## src/hw/kswd_pkg.sv

```systemverilog
// kswd_pkg: constants shared by the key-sequence watchdog files.
// assumes: one oscillator clock; pulse and prescaler counts are in oscillator periods, the watchdog count in machine cycles.
package kswd_pkg;

    // ------------------------------------------------------------
    // register map
    // ------------------------------------------------------------
    localparam logic [7:0]  KSWD_ADDR_RESTART_KEY = 8'hA6;
    localparam logic [7:0]  KSWD_KEY_FIRST        = 8'h1E;
    localparam logic [7:0]  KSWD_KEY_SECOND       = 8'hE1;

    // ------------------------------------------------------------
    // counter and timing
    // ------------------------------------------------------------
    localparam int          KSWD_CNT_W            = 14;
    localparam logic [13:0] KSWD_CNT_RESET        = 14'h0000;
    localparam logic [13:0] KSWD_CNT_OVF          = 14'h3FFF;
    localparam int          KSWD_MC_W             = 4;
    localparam logic [3:0]  KSWD_MC_LEN_X6        = 4'h6;
    localparam logic [3:0]  KSWD_MC_LEN_X12       = 4'hC;
    localparam logic [3:0]  KSWD_MC_RESET         = 4'h0;
    localparam int          KSWD_PULSE_W          = 8;
    localparam logic [7:0]  KSWD_PULSE_X6         = 8'h62;
    localparam logic [7:0]  KSWD_PULSE_X12        = 8'hC4;
    localparam logic [7:0]  KSWD_PULSE_RESET      = 8'h00;

    typedef enum logic {KSWD_MODE_X12, KSWD_MODE_X6} kswd_mode_t;

endpackage

```

## src/hw/kswd_pulse_if.sv

```systemverilog
// kswd_pulse_if: start/busy link between watchdog core and pulse generator.
// assumes: both ends on clk_sys.
`timescale 1ns/10ps
interface kswd_pulse_if;
    import kswd_pkg::*;
    logic       start;
    kswd_mode_t mode;
    logic       busy;
    modport gen (input start, input mode, output busy);
    modport ctl (output start, output mode, input busy);
endinterface

```

## src/hw/kswd_top.sv

```systemverilog
// kswd_top: one-time enabled watchdog with key restart and reset-out pulse.
// assumes: clk_sys is the oscillator; sfr strobes are synchronous to it.
`timescale 1ns/10ps
module kswd_top
    import kswd_pkg::*;
(
    input  wire logic        clk_sys,
    input  wire logic        arst_n,
    input  wire logic        osc_run,
    input  wire logic        clk_mode_x6,
    input  wire logic        sfr_wr,
    input  wire logic [7:0]  sfr_addr,
    input  wire logic [7:0]  sfr_wdata,
    input  wire logic        sfr_rd,
    output logic      [7:0]  sfr_rdata,
    output logic             wd_armed,
    output logic             dev_rst,
    output logic             rst_pin_o,
    output logic             rst_pin_oe
);
    import kswd_pkg::*;

    kswd_pulse_if pif ();

    logic                  enabled_r;
    logic                  key_half_r;
    logic [KSWD_CNT_W-1:0] cnt_r;
    logic [KSWD_MC_W-1:0]  mc_r;
    logic                  mc_tick;
    logic                  key_wr;
    logic                  key_done;
    logic                  ovf;
    logic [7:0]            rdata_r;

    // ------------------------------------------------------------
    // decoding
    // ------------------------------------------------------------
    function automatic logic is_key(input logic [7:0] a);
        return a == KSWD_ADDR_RESTART_KEY;
    endfunction

    assign key_wr   = sfr_wr && is_key(sfr_addr);
    // stray second byte ignored unless the previous key-address write was the first byte
    assign key_done = key_wr && key_half_r && sfr_wdata == KSWD_KEY_SECOND;
    assign ovf      = enabled_r && cnt_r == KSWD_CNT_OVF;

    // ------------------------------------------------------------
    // machine-cycle prescaler
    // ------------------------------------------------------------
    // oscillator stopped means osc_run low: no tick, count frozen
    assign mc_tick = osc_run &&
                     mc_r == (clk_mode_x6 ? KSWD_MC_LEN_X6 : KSWD_MC_LEN_X12) - 4'h1;

    always_ff @(posedge clk_sys or negedge arst_n) begin
        if (!arst_n) begin
            mc_r <= KSWD_MC_RESET;
        end else if (mc_tick) begin
            mc_r <= KSWD_MC_RESET;
        end else if (osc_run) begin
            mc_r <= mc_r + 4'h1;
        end
    end

    // ------------------------------------------------------------
    // key sequence tracker
    // ------------------------------------------------------------
    always_ff @(posedge clk_sys or negedge arst_n) begin
        if (!arst_n) begin
            key_half_r <= 1'b0;
        end else if (ovf || pif.busy) begin
            key_half_r <= 1'b0;
        end else if (key_wr) begin
            key_half_r <= (sfr_wdata == KSWD_KEY_FIRST);
        end
    end

    // ------------------------------------------------------------
    // enable: set by the key, cleared by reset or by overflow
    // ------------------------------------------------------------
    always_ff @(posedge clk_sys or negedge arst_n) begin
        if (!arst_n) begin
            enabled_r <= 1'b0;
        end else if (ovf) begin
            enabled_r <= 1'b0;
        end else if (key_done && !pif.busy) begin
            enabled_r <= 1'b1;
        end
    end

    // ------------------------------------------------------------
    // watchdog counter
    // ------------------------------------------------------------
    // no load path from the bus; cleared by the key pair, by overflow and while disabled
    always_ff @(posedge clk_sys or negedge arst_n) begin
        if (!arst_n) begin
            cnt_r <= KSWD_CNT_RESET;
        end else if (ovf || !enabled_r) begin
            cnt_r <= KSWD_CNT_RESET;
        end else if (key_done) begin
            cnt_r <= KSWD_CNT_RESET;
        end else if (mc_tick) begin
            cnt_r <= cnt_r + 14'h0001;
        end
    end

    // ------------------------------------------------------------
    // reset out
    // ------------------------------------------------------------
    assign pif.start = ovf;
    assign pif.mode  = clk_mode_x6 ? KSWD_MODE_X6 : KSWD_MODE_X12;

    kswd_pulse_gen u_pulse (
        .clk_sys (clk_sys),
        .arst_n  (arst_n),
        .pif     (pif)
    );

    // pin only ever driven high; released otherwise for the external pull-down
    assign rst_pin_o  = 1'b1;
    assign rst_pin_oe = pif.busy;
    assign dev_rst    = pif.busy;

    assign wd_armed = enabled_r;

    // ------------------------------------------------------------
    // read path
    // ------------------------------------------------------------
    // reads of the key address return zero, never the count
    always_ff @(posedge clk_sys or negedge arst_n) begin
        if (!arst_n) begin
            rdata_r <= 8'h00;
        end else if (sfr_rd && is_key(sfr_addr)) begin
            rdata_r <= 8'h00;
        end else begin
            rdata_r <= 8'h00;
        end
    end

    assign sfr_rdata = rdata_r;

endmodule

```

## src/hw/kswd_pulse_gen.sv

```systemverilog
// kswd_pulse_gen: counts out the outward reset pulse length.
// assumes: clk_sys is the oscillator; cleared only by arst_n.
`timescale 1ns/10ps
module kswd_pulse_gen
    import kswd_pkg::*;
(
    input  wire logic   clk_sys,
    input  wire logic   arst_n,
    kswd_pulse_if.gen   pif
);

    logic [KSWD_PULSE_W-1:0] left_r;

    // ------------------------------------------------------------
    // pulse counter
    // ------------------------------------------------------------
    // not cleared by the overflow reset it announces, so it runs to length
    always_ff @(posedge clk_sys or negedge arst_n) begin
        if (!arst_n) begin
            left_r <= KSWD_PULSE_RESET;
        end else if (pif.start && left_r == KSWD_PULSE_RESET) begin
            left_r <= (pif.mode == KSWD_MODE_X6) ? KSWD_PULSE_X6 : KSWD_PULSE_X12;
        end else if (left_r != KSWD_PULSE_RESET) begin
            left_r <= left_r - 8'h01;
        end
    end

    assign pif.busy = (left_r != KSWD_PULSE_RESET);

endmodule

```

## config.mk

```make
export PLATFORM = sky130hd
export DESIGN_NAME = kswd_top
export DESIGN_NICKNAME = d
export VERILOG_FILES = /design/src/hw/kswd_pkg.sv /design/src/hw/kswd_pulse_if.sv /design/src/hw/kswd_top.sv /design/src/hw/kswd_pulse_gen.sv
export SDC_FILE = /design/constraint.sdc
export NUM_CORES = 1
export LEC_CHECK = 0
export BUFFER_PORTS_ARGS = -buffer_cell sky130_fd_sc_hd__buf_2
export CORE_AREA = 4 4 54 69
export DETAILED_ROUTE_END_ITERATION = 8
export DIE_AREA = 0 0 58 73
export GPL_TIMING_DRIVEN = 1
export HOLD_SLACK_MARGIN = 0.08
export PLACE_DENSITY = 0.76
export SLEW_MARGIN = 20
export SYNTH_ARGS = -nofsm -noshare
export SYNTH_HDL_FRONTEND = slang
export SYNTH_SLANG_ARGS = --single-unit
export TNS_END_PERCENT = 1
```

## constraint.sdc

```tcl
create_clock -name clk_sys -period 2.5 [get_ports clk_sys]
set_clock_uncertainty 0.15 [all_clocks]
set_input_delay 0.125 -clock clk_sys [delete_from_list [all_inputs] [get_ports clk_sys]]
set_output_delay 0.125 -clock clk_sys [all_outputs]
set_load 0.005 [all_outputs]
```

# Word level (Yosys, flattened, before mapping)
# Cells that the tools add are included.
[op_classes]
n_addsub = 4
eq_ne = 5
muxes = 14
n_reduce_logical = 18
[op_table]
columns = ["op", "n"]
rows = [
  ["14-bit 2-to-1 mux", 3],
  ["8-bit 2-to-1 mux", 3],
  ["8-bit equality test (second input constant)", 2],
  ["14-bit by 1-bit adder with 14-bit output (second input constant)", 1],
  ["14-bit equality test (second input constant)", 1],
  ["4-bit 2-to-1 mux", 3],
  ["8-bit by 5-bit equality test with 1-bit output (second input constant)", 1],
  ["8-bit zero test", 1],
  ["2-bit nonzero test", 4],
  ["8-bit nonzero test", 1],
  ["8-bit by 1-bit subtractor with 8-bit output (second input constant)", 1],
  ["1-bit logical AND", 7],
  ["1-bit 2-to-1 mux", 5],
  ["4-bit by 1-bit adder with 4-bit output (second input constant)", 1],
  ["4-bit equality test", 1],
  ["4-bit by 1-bit subtractor with 4-bit output (second input constant)", 1],
  ["3-bit nonzero test", 1],
  ["1-bit zero test", 2],
  ["1-bit logical OR", 2],
]
[word_totals]
ff_bits = 28
output_inout_bits = 12

# Depth between registers and ports, before layout
[depth]
ltp_word = 7
depth_mapped = 8

# Hierarchy
# From an unflattened synthesis, not the netlist that was laid out.
[hier_totals]
hier_cells = 167
area_unflattened_um2 = 1635.3
[modules_own_cells]
columns = ["module", "n_inst", "cells_each", "area_per_inst_um2"]
rows = [
  ["kswd_top", 1, 126, 1198.6],
  ["kswd_pulse_gen", 1, 41, 436.7],
]

# Worst setup path before layout
# Ideal clock, no wire load.
[synth_path]
kind = "register -> register"
startpoint = "reg u_pulse.left_r[0]"
endpoint = "reg u_pulse.left_r[1]"
setup_time_ns = 0.142
t_arrival_ns = 1.676
required_time_ns = 2.208
slack_ns = 0.532
path_stages_with_launch = 9
path_buffers = 1
period_less_slack_ns = 1.968
cell_sequence = "dfrtp_1 inv_1 ha_1 nor3b_2 and2_1 buf_2 inv_1 nor4_1 a211oi_1"
[synth_rtl]
columns = ["element", "line", "source"]
rows = [
  ["start, declared", "kswd_pulse_gen.sv:12", "logic [KSWD_PULSE_W-1:0] left_r;"],
  ["start signal, assigned", "kswd_pulse_gen.sv:22", "left_r <= (pif.mode == KSWD_MODE_X6) ? KSWD_PULSE_X6 : KSWD_PULSE_X12;"],
  ["start signal, assigned", "kswd_pulse_gen.sv:24", "left_r <= left_r - 8'h01;"],
  ["8-bit nonzero test", "-", ""],
  ["named net dev_rst", "kswd_top.sv:17", "output logic dev_rst,"],
  ["2-bit nonzero test (no source line)", "-", ""],
]
# The timed path passes the listed nets, and every way through them passes these cells. The select of a mux whose other input is x is not followed.
# A chain may end at the register's enable or synchronous reset.

# Worst setup path after layout
[layout_path]
startpoint = "in sfr_wdata[0]"
endpoint = "reg key_half_r"
[layout_between]
elab_chain_cells = 3
[layout_rtl]
columns = ["element", "line", "source"]
rows = [
  ["start, declared", "kswd_top.sv:13", "input wire logic [7:0] sfr_wdata,"],
  ["8-bit by 5-bit equality test with 1-bit output", "kswd_top.sv:73", "key_half_r <= (sfr_wdata == KSWD_KEY_FIRST);"],
  ["1-bit 2-to-1 mux", "kswd_top.sv:72", "end else if (key_wr) begin"],
  ["1-bit 2-to-1 mux", "kswd_top.sv:70", "end else if (ovf || pif.busy) begin"],
  ["end signal, assigned", "kswd_top.sv:73", ""],
  ["end, declared", "kswd_top.sv:26", "logic key_half_r;"],
]
# Every way passes these cells. The select of a mux whose other input is x is not followed.

==> run_results.csv <==
group,metric,value,unit
yosys,yosys_register_bits,28,
grt,grt_max_degree,29,
floorplan,num_rows,23,
placed_design,io_buffer_count,23,
grt,use_met1,0.208,
grt,met3_usage,0.0212,
yosys,avgSynthCellArea,9.63,um^2
cells_and_area,postLayoutCoreUtil,0.612,
clock_network,clock_sinks,28,
timing,max_freq,414,MHz
timing,whs,0.121,ns
yosys,synth_flop_cell,"dfrtp_1",
pwr,power.total,0.00142,W
drt,drt_iter0_drc,72,
cells_and_area,area_delta_synth_final,18.1,%
setup_path,r2r_cells,7,
yosys,async_flop_share,1.00,
clock_network,cts_inserted_buffers,3,
grt,grt_overflow_total,0,
pwr,p_int,0.000972,W
cells_and_area,final_nets,227,
yosys,synth.distinct_cells,40,
setup_path,cp_data_required_time,2.55,ns
pwr,power_frac_seq,0.490,
floorplan,io_pins,34,
min_path,hold_depth,4,
setup_path,cp-end-kind,"register",
placed_design,placedCellCount,224,
yosys,yosys.area_share.simple,0.263,
setup_path,cp_max_fo,2,
timing,period_needed,2.42,ns
placed_design,gp_congestion,0.841,
floorplan,start_util,0.518,
floorplan,die_y,73,um
yosys,synth_top_family_by_area,"simple AND/OR/NAND/NOR gates",
clock_network,path_clk_slew,0.09,ns
drt,drt_wl_total,3450,um
yosys,synth_cells,167,
yosys,synth_area_leaders,"dfrtp_1, o21ai_0, buf_4",
grt,grt_pass1_vias,1376,
grt,antenna_found_initial,0,
cells_and_area,diodes,0,
setup_path,setup.worst_path.class,"input port to register",
setup_path,crit_chain,"dlygate4sd3_1, buf_2, nand4b_1, dlygate4sd3_1, or3_1, dlygate4sd3_1, a21oi_1",
setup_path,cp.arrival,2.47,ns
drt,drt_pass1_iterations,4,
timing,fin_crit_sh,0.967,
clock_network,worst_skew_pair.late_latency,0.28,ns
floorplan,core,0.00311,mm^2
setup_path,cp_slowest_cell,"dlygate4sd3_1",
floorplan,fp.dieW,58,um
pwr,peakVddDrop,0.383,mV
drt,wl_per_cell,14.5,um
timing,drv_slew,0,
timing,setup_violations,0,
yosys,synth_edf_count,0,
yosys,synthMuxAreaShare,0.0124,
min_path,min_path_type,"input port to register",
setup_path,critPathLaunchType,"input port",
yosys,synth-xor-area-share,0.0327,
yosys,synth_fa_ha_area_frac,0.0233,
timing,fin_setup_tns,0,ns
pwr,comb_power_share,0.257,
yosys,ys_warn_count,0,
clock_network,cts_setup_buffers,0,
clock_network,cts_tree,"yes",
clock_network,htree_levels,1,
timing,hold_viol,0,
setup_path,path_depth,7,
grt,grt-busiest-layer,"met2",
flow_run,drv_cap,0,
cells_and_area,final_cells,238,
grt,grtUsageMet2,0.333,
grt,grt_usage,0.179,
drt,avgViaCountPerCell,5.70,
setup_path,critical_path_buf_inv_count,4,
pwr,p_sw_frac,0.315,
yosys,yosys.area.top_type,"dfrtp_1",
drt,ant_nets,0,
timing,relSlewSlack,0.577,
yosys,synth_top_area_frac,0.435,
timing,worst_slew_pin_slew,0.634,ns
run_status,outcome,"complete, no violations",
pwr,pwr-share-clk,0.253,
pwr,p_sw,0.000446,W
floorplan,die-area,0.00423,mm^2
cells_and_area,drive_gt1_frac,0.179,
yosys,syn_area,0.00161,mm^2
pwr,power.density,746,mW/mm^2
grt,grt_pass1_wl,6000,um
setup_path,critical_path.top_delay_family,"buffers and inverters",
drt,num_vias,1357,
timing,rsz0062_at_grt,"no",
pwr,p_leak,0.798,nW
placed_design,dp_hpwl,2550,um
yosys,ys_seq_area_frac,0.435,
setup_path,max_stage_delay,0.57,ns
clock_network,root_buffer,"clkbuf_8",
setup_path,cpMostUsedCell,"dlygate4sd3_1",
drt,drc,0,
yosys,synth-compound-area-share,0.161,
clock_network,max-clock-path-buffers,2,
## through the flow
step / instance area [um^2] / worst slack, ns
floorplan: 1640 / 0.532
global placement: 1730 / 0.423
CTS: 1900 / 0.0879
detailed placement: 1730 / 0.387
global route: 1900 / 0.0171
finish: 1900 / 0.0823
## sequential cells by signal, summed over array words and instances (netlist names)
register / count
cnt_r: 14
key_half_r: 1
mc_r: 4
u_pulse.left_r: 8
wd_armed: 1
## cell usage in the layout, fill, tap and decap left out, types with 3 or more instances in the layout
cell type      Yosys  routed
ha_1               3       3
nand2_1            8       8
xor2_1             4       4
a21oi_1           12      12
o21ai_0           16      16
conb_1             2       9
nand3b_1           3       3
buf_2              3      23
nor3b_1            3       3
nand4_1            5       5
nor2_1             6       6
inv_1              5       5
dfrtp_1           28      28
and2_1             4       4
clkbuf_8           0       3
or3_1              8       8
buf_4             10       3
o31ai_1            4       4
dlygate4sd3_1      0      10
nand3_1            6       6
and3_1             3       3
or4_1              3       3
## logic make-up after synthesis
logic type,count (synthesis)
mux,2
buf+inv,18
fa+ha+maj,3
compound gates,43
other cells,2
flops,28
simple gates,65
xor+xnor,6
## cell usage after synthesis, types with 3 or more instances
master / n
nor3b_1: 3
dfrtp_1: 28
nand4_1: 5
nor2_1: 6
xor2_1: 4
ha_1: 3
nand2_1: 8
nand3b_1: 3
and3_1: 3
or4_1: 3
nand3_1: 6
buf_4: 10
inv_1: 5
o21ai_0: 16
and2_1: 4
o31ai_1: 4
a21oi_1: 12
buf_2: 3
or3_1: 8
## path summary, 6_finish.rpt
check | startpoint | to | slack (ns)
min in group asynchronous | arst_n | u_pulse.left_r[0] | 0.25
min reg2reg | mc_r[0] | mc_r[0] | 0.37
min | sfr_wr | key_half_r | 0.12
max in group asynchronous | arst_n | key_half_r | 1.53
max reg2reg | u_pulse.left_r[0] | u_pulse.left_r[1] | 0.35
max | sfr_wdata[0] | key_half_r | 0.08
## routing by layer
metal	vias to the layer above	wire length [um]
li1	676	-
met4	0	33
met5	-	0
met3	4	76
met1	657	1410
met2	20	1930
## tightest hold or removal path, stage by stage
cell and delay (ns):
buf_2 0.08, nand4_1 0.14, nand2_1 0.10, a21oi_1 0.06
## power by group through the flow
stage	Clock (W)	Sequential (W)	Combinational (W)
after global routing	0.000386	0.000716	0.000419
after CTS	0.000366	0.000694	0.000368
final	0.000358	0.000695	0.000365
after detailed placement	0	0.000703	0.000357
after floorplan	0	0.000671	0.000273
after global placement	0	0.000689	0.000328
## cell type report
type | instances | area (um^2)
clock buffer | 3 | 41.3
clock inverter | 1 | 30.0
fill | 269 | 1210
inverter | 5 | 18.8
multi-input combinational | 128 | 826
sequential | 28 | 701
tap | 37 | 46.3
timing repair buffer | 36 | 238
## repair_timing
action | in CTS | in global routing
endpoints found under the setup margin | 0 | 0
hold endpoints to repair | 33 | 0
hold buffers | 10 | 0
resized for setup | 0 | 0
Power figures use the tool's default switching activity.
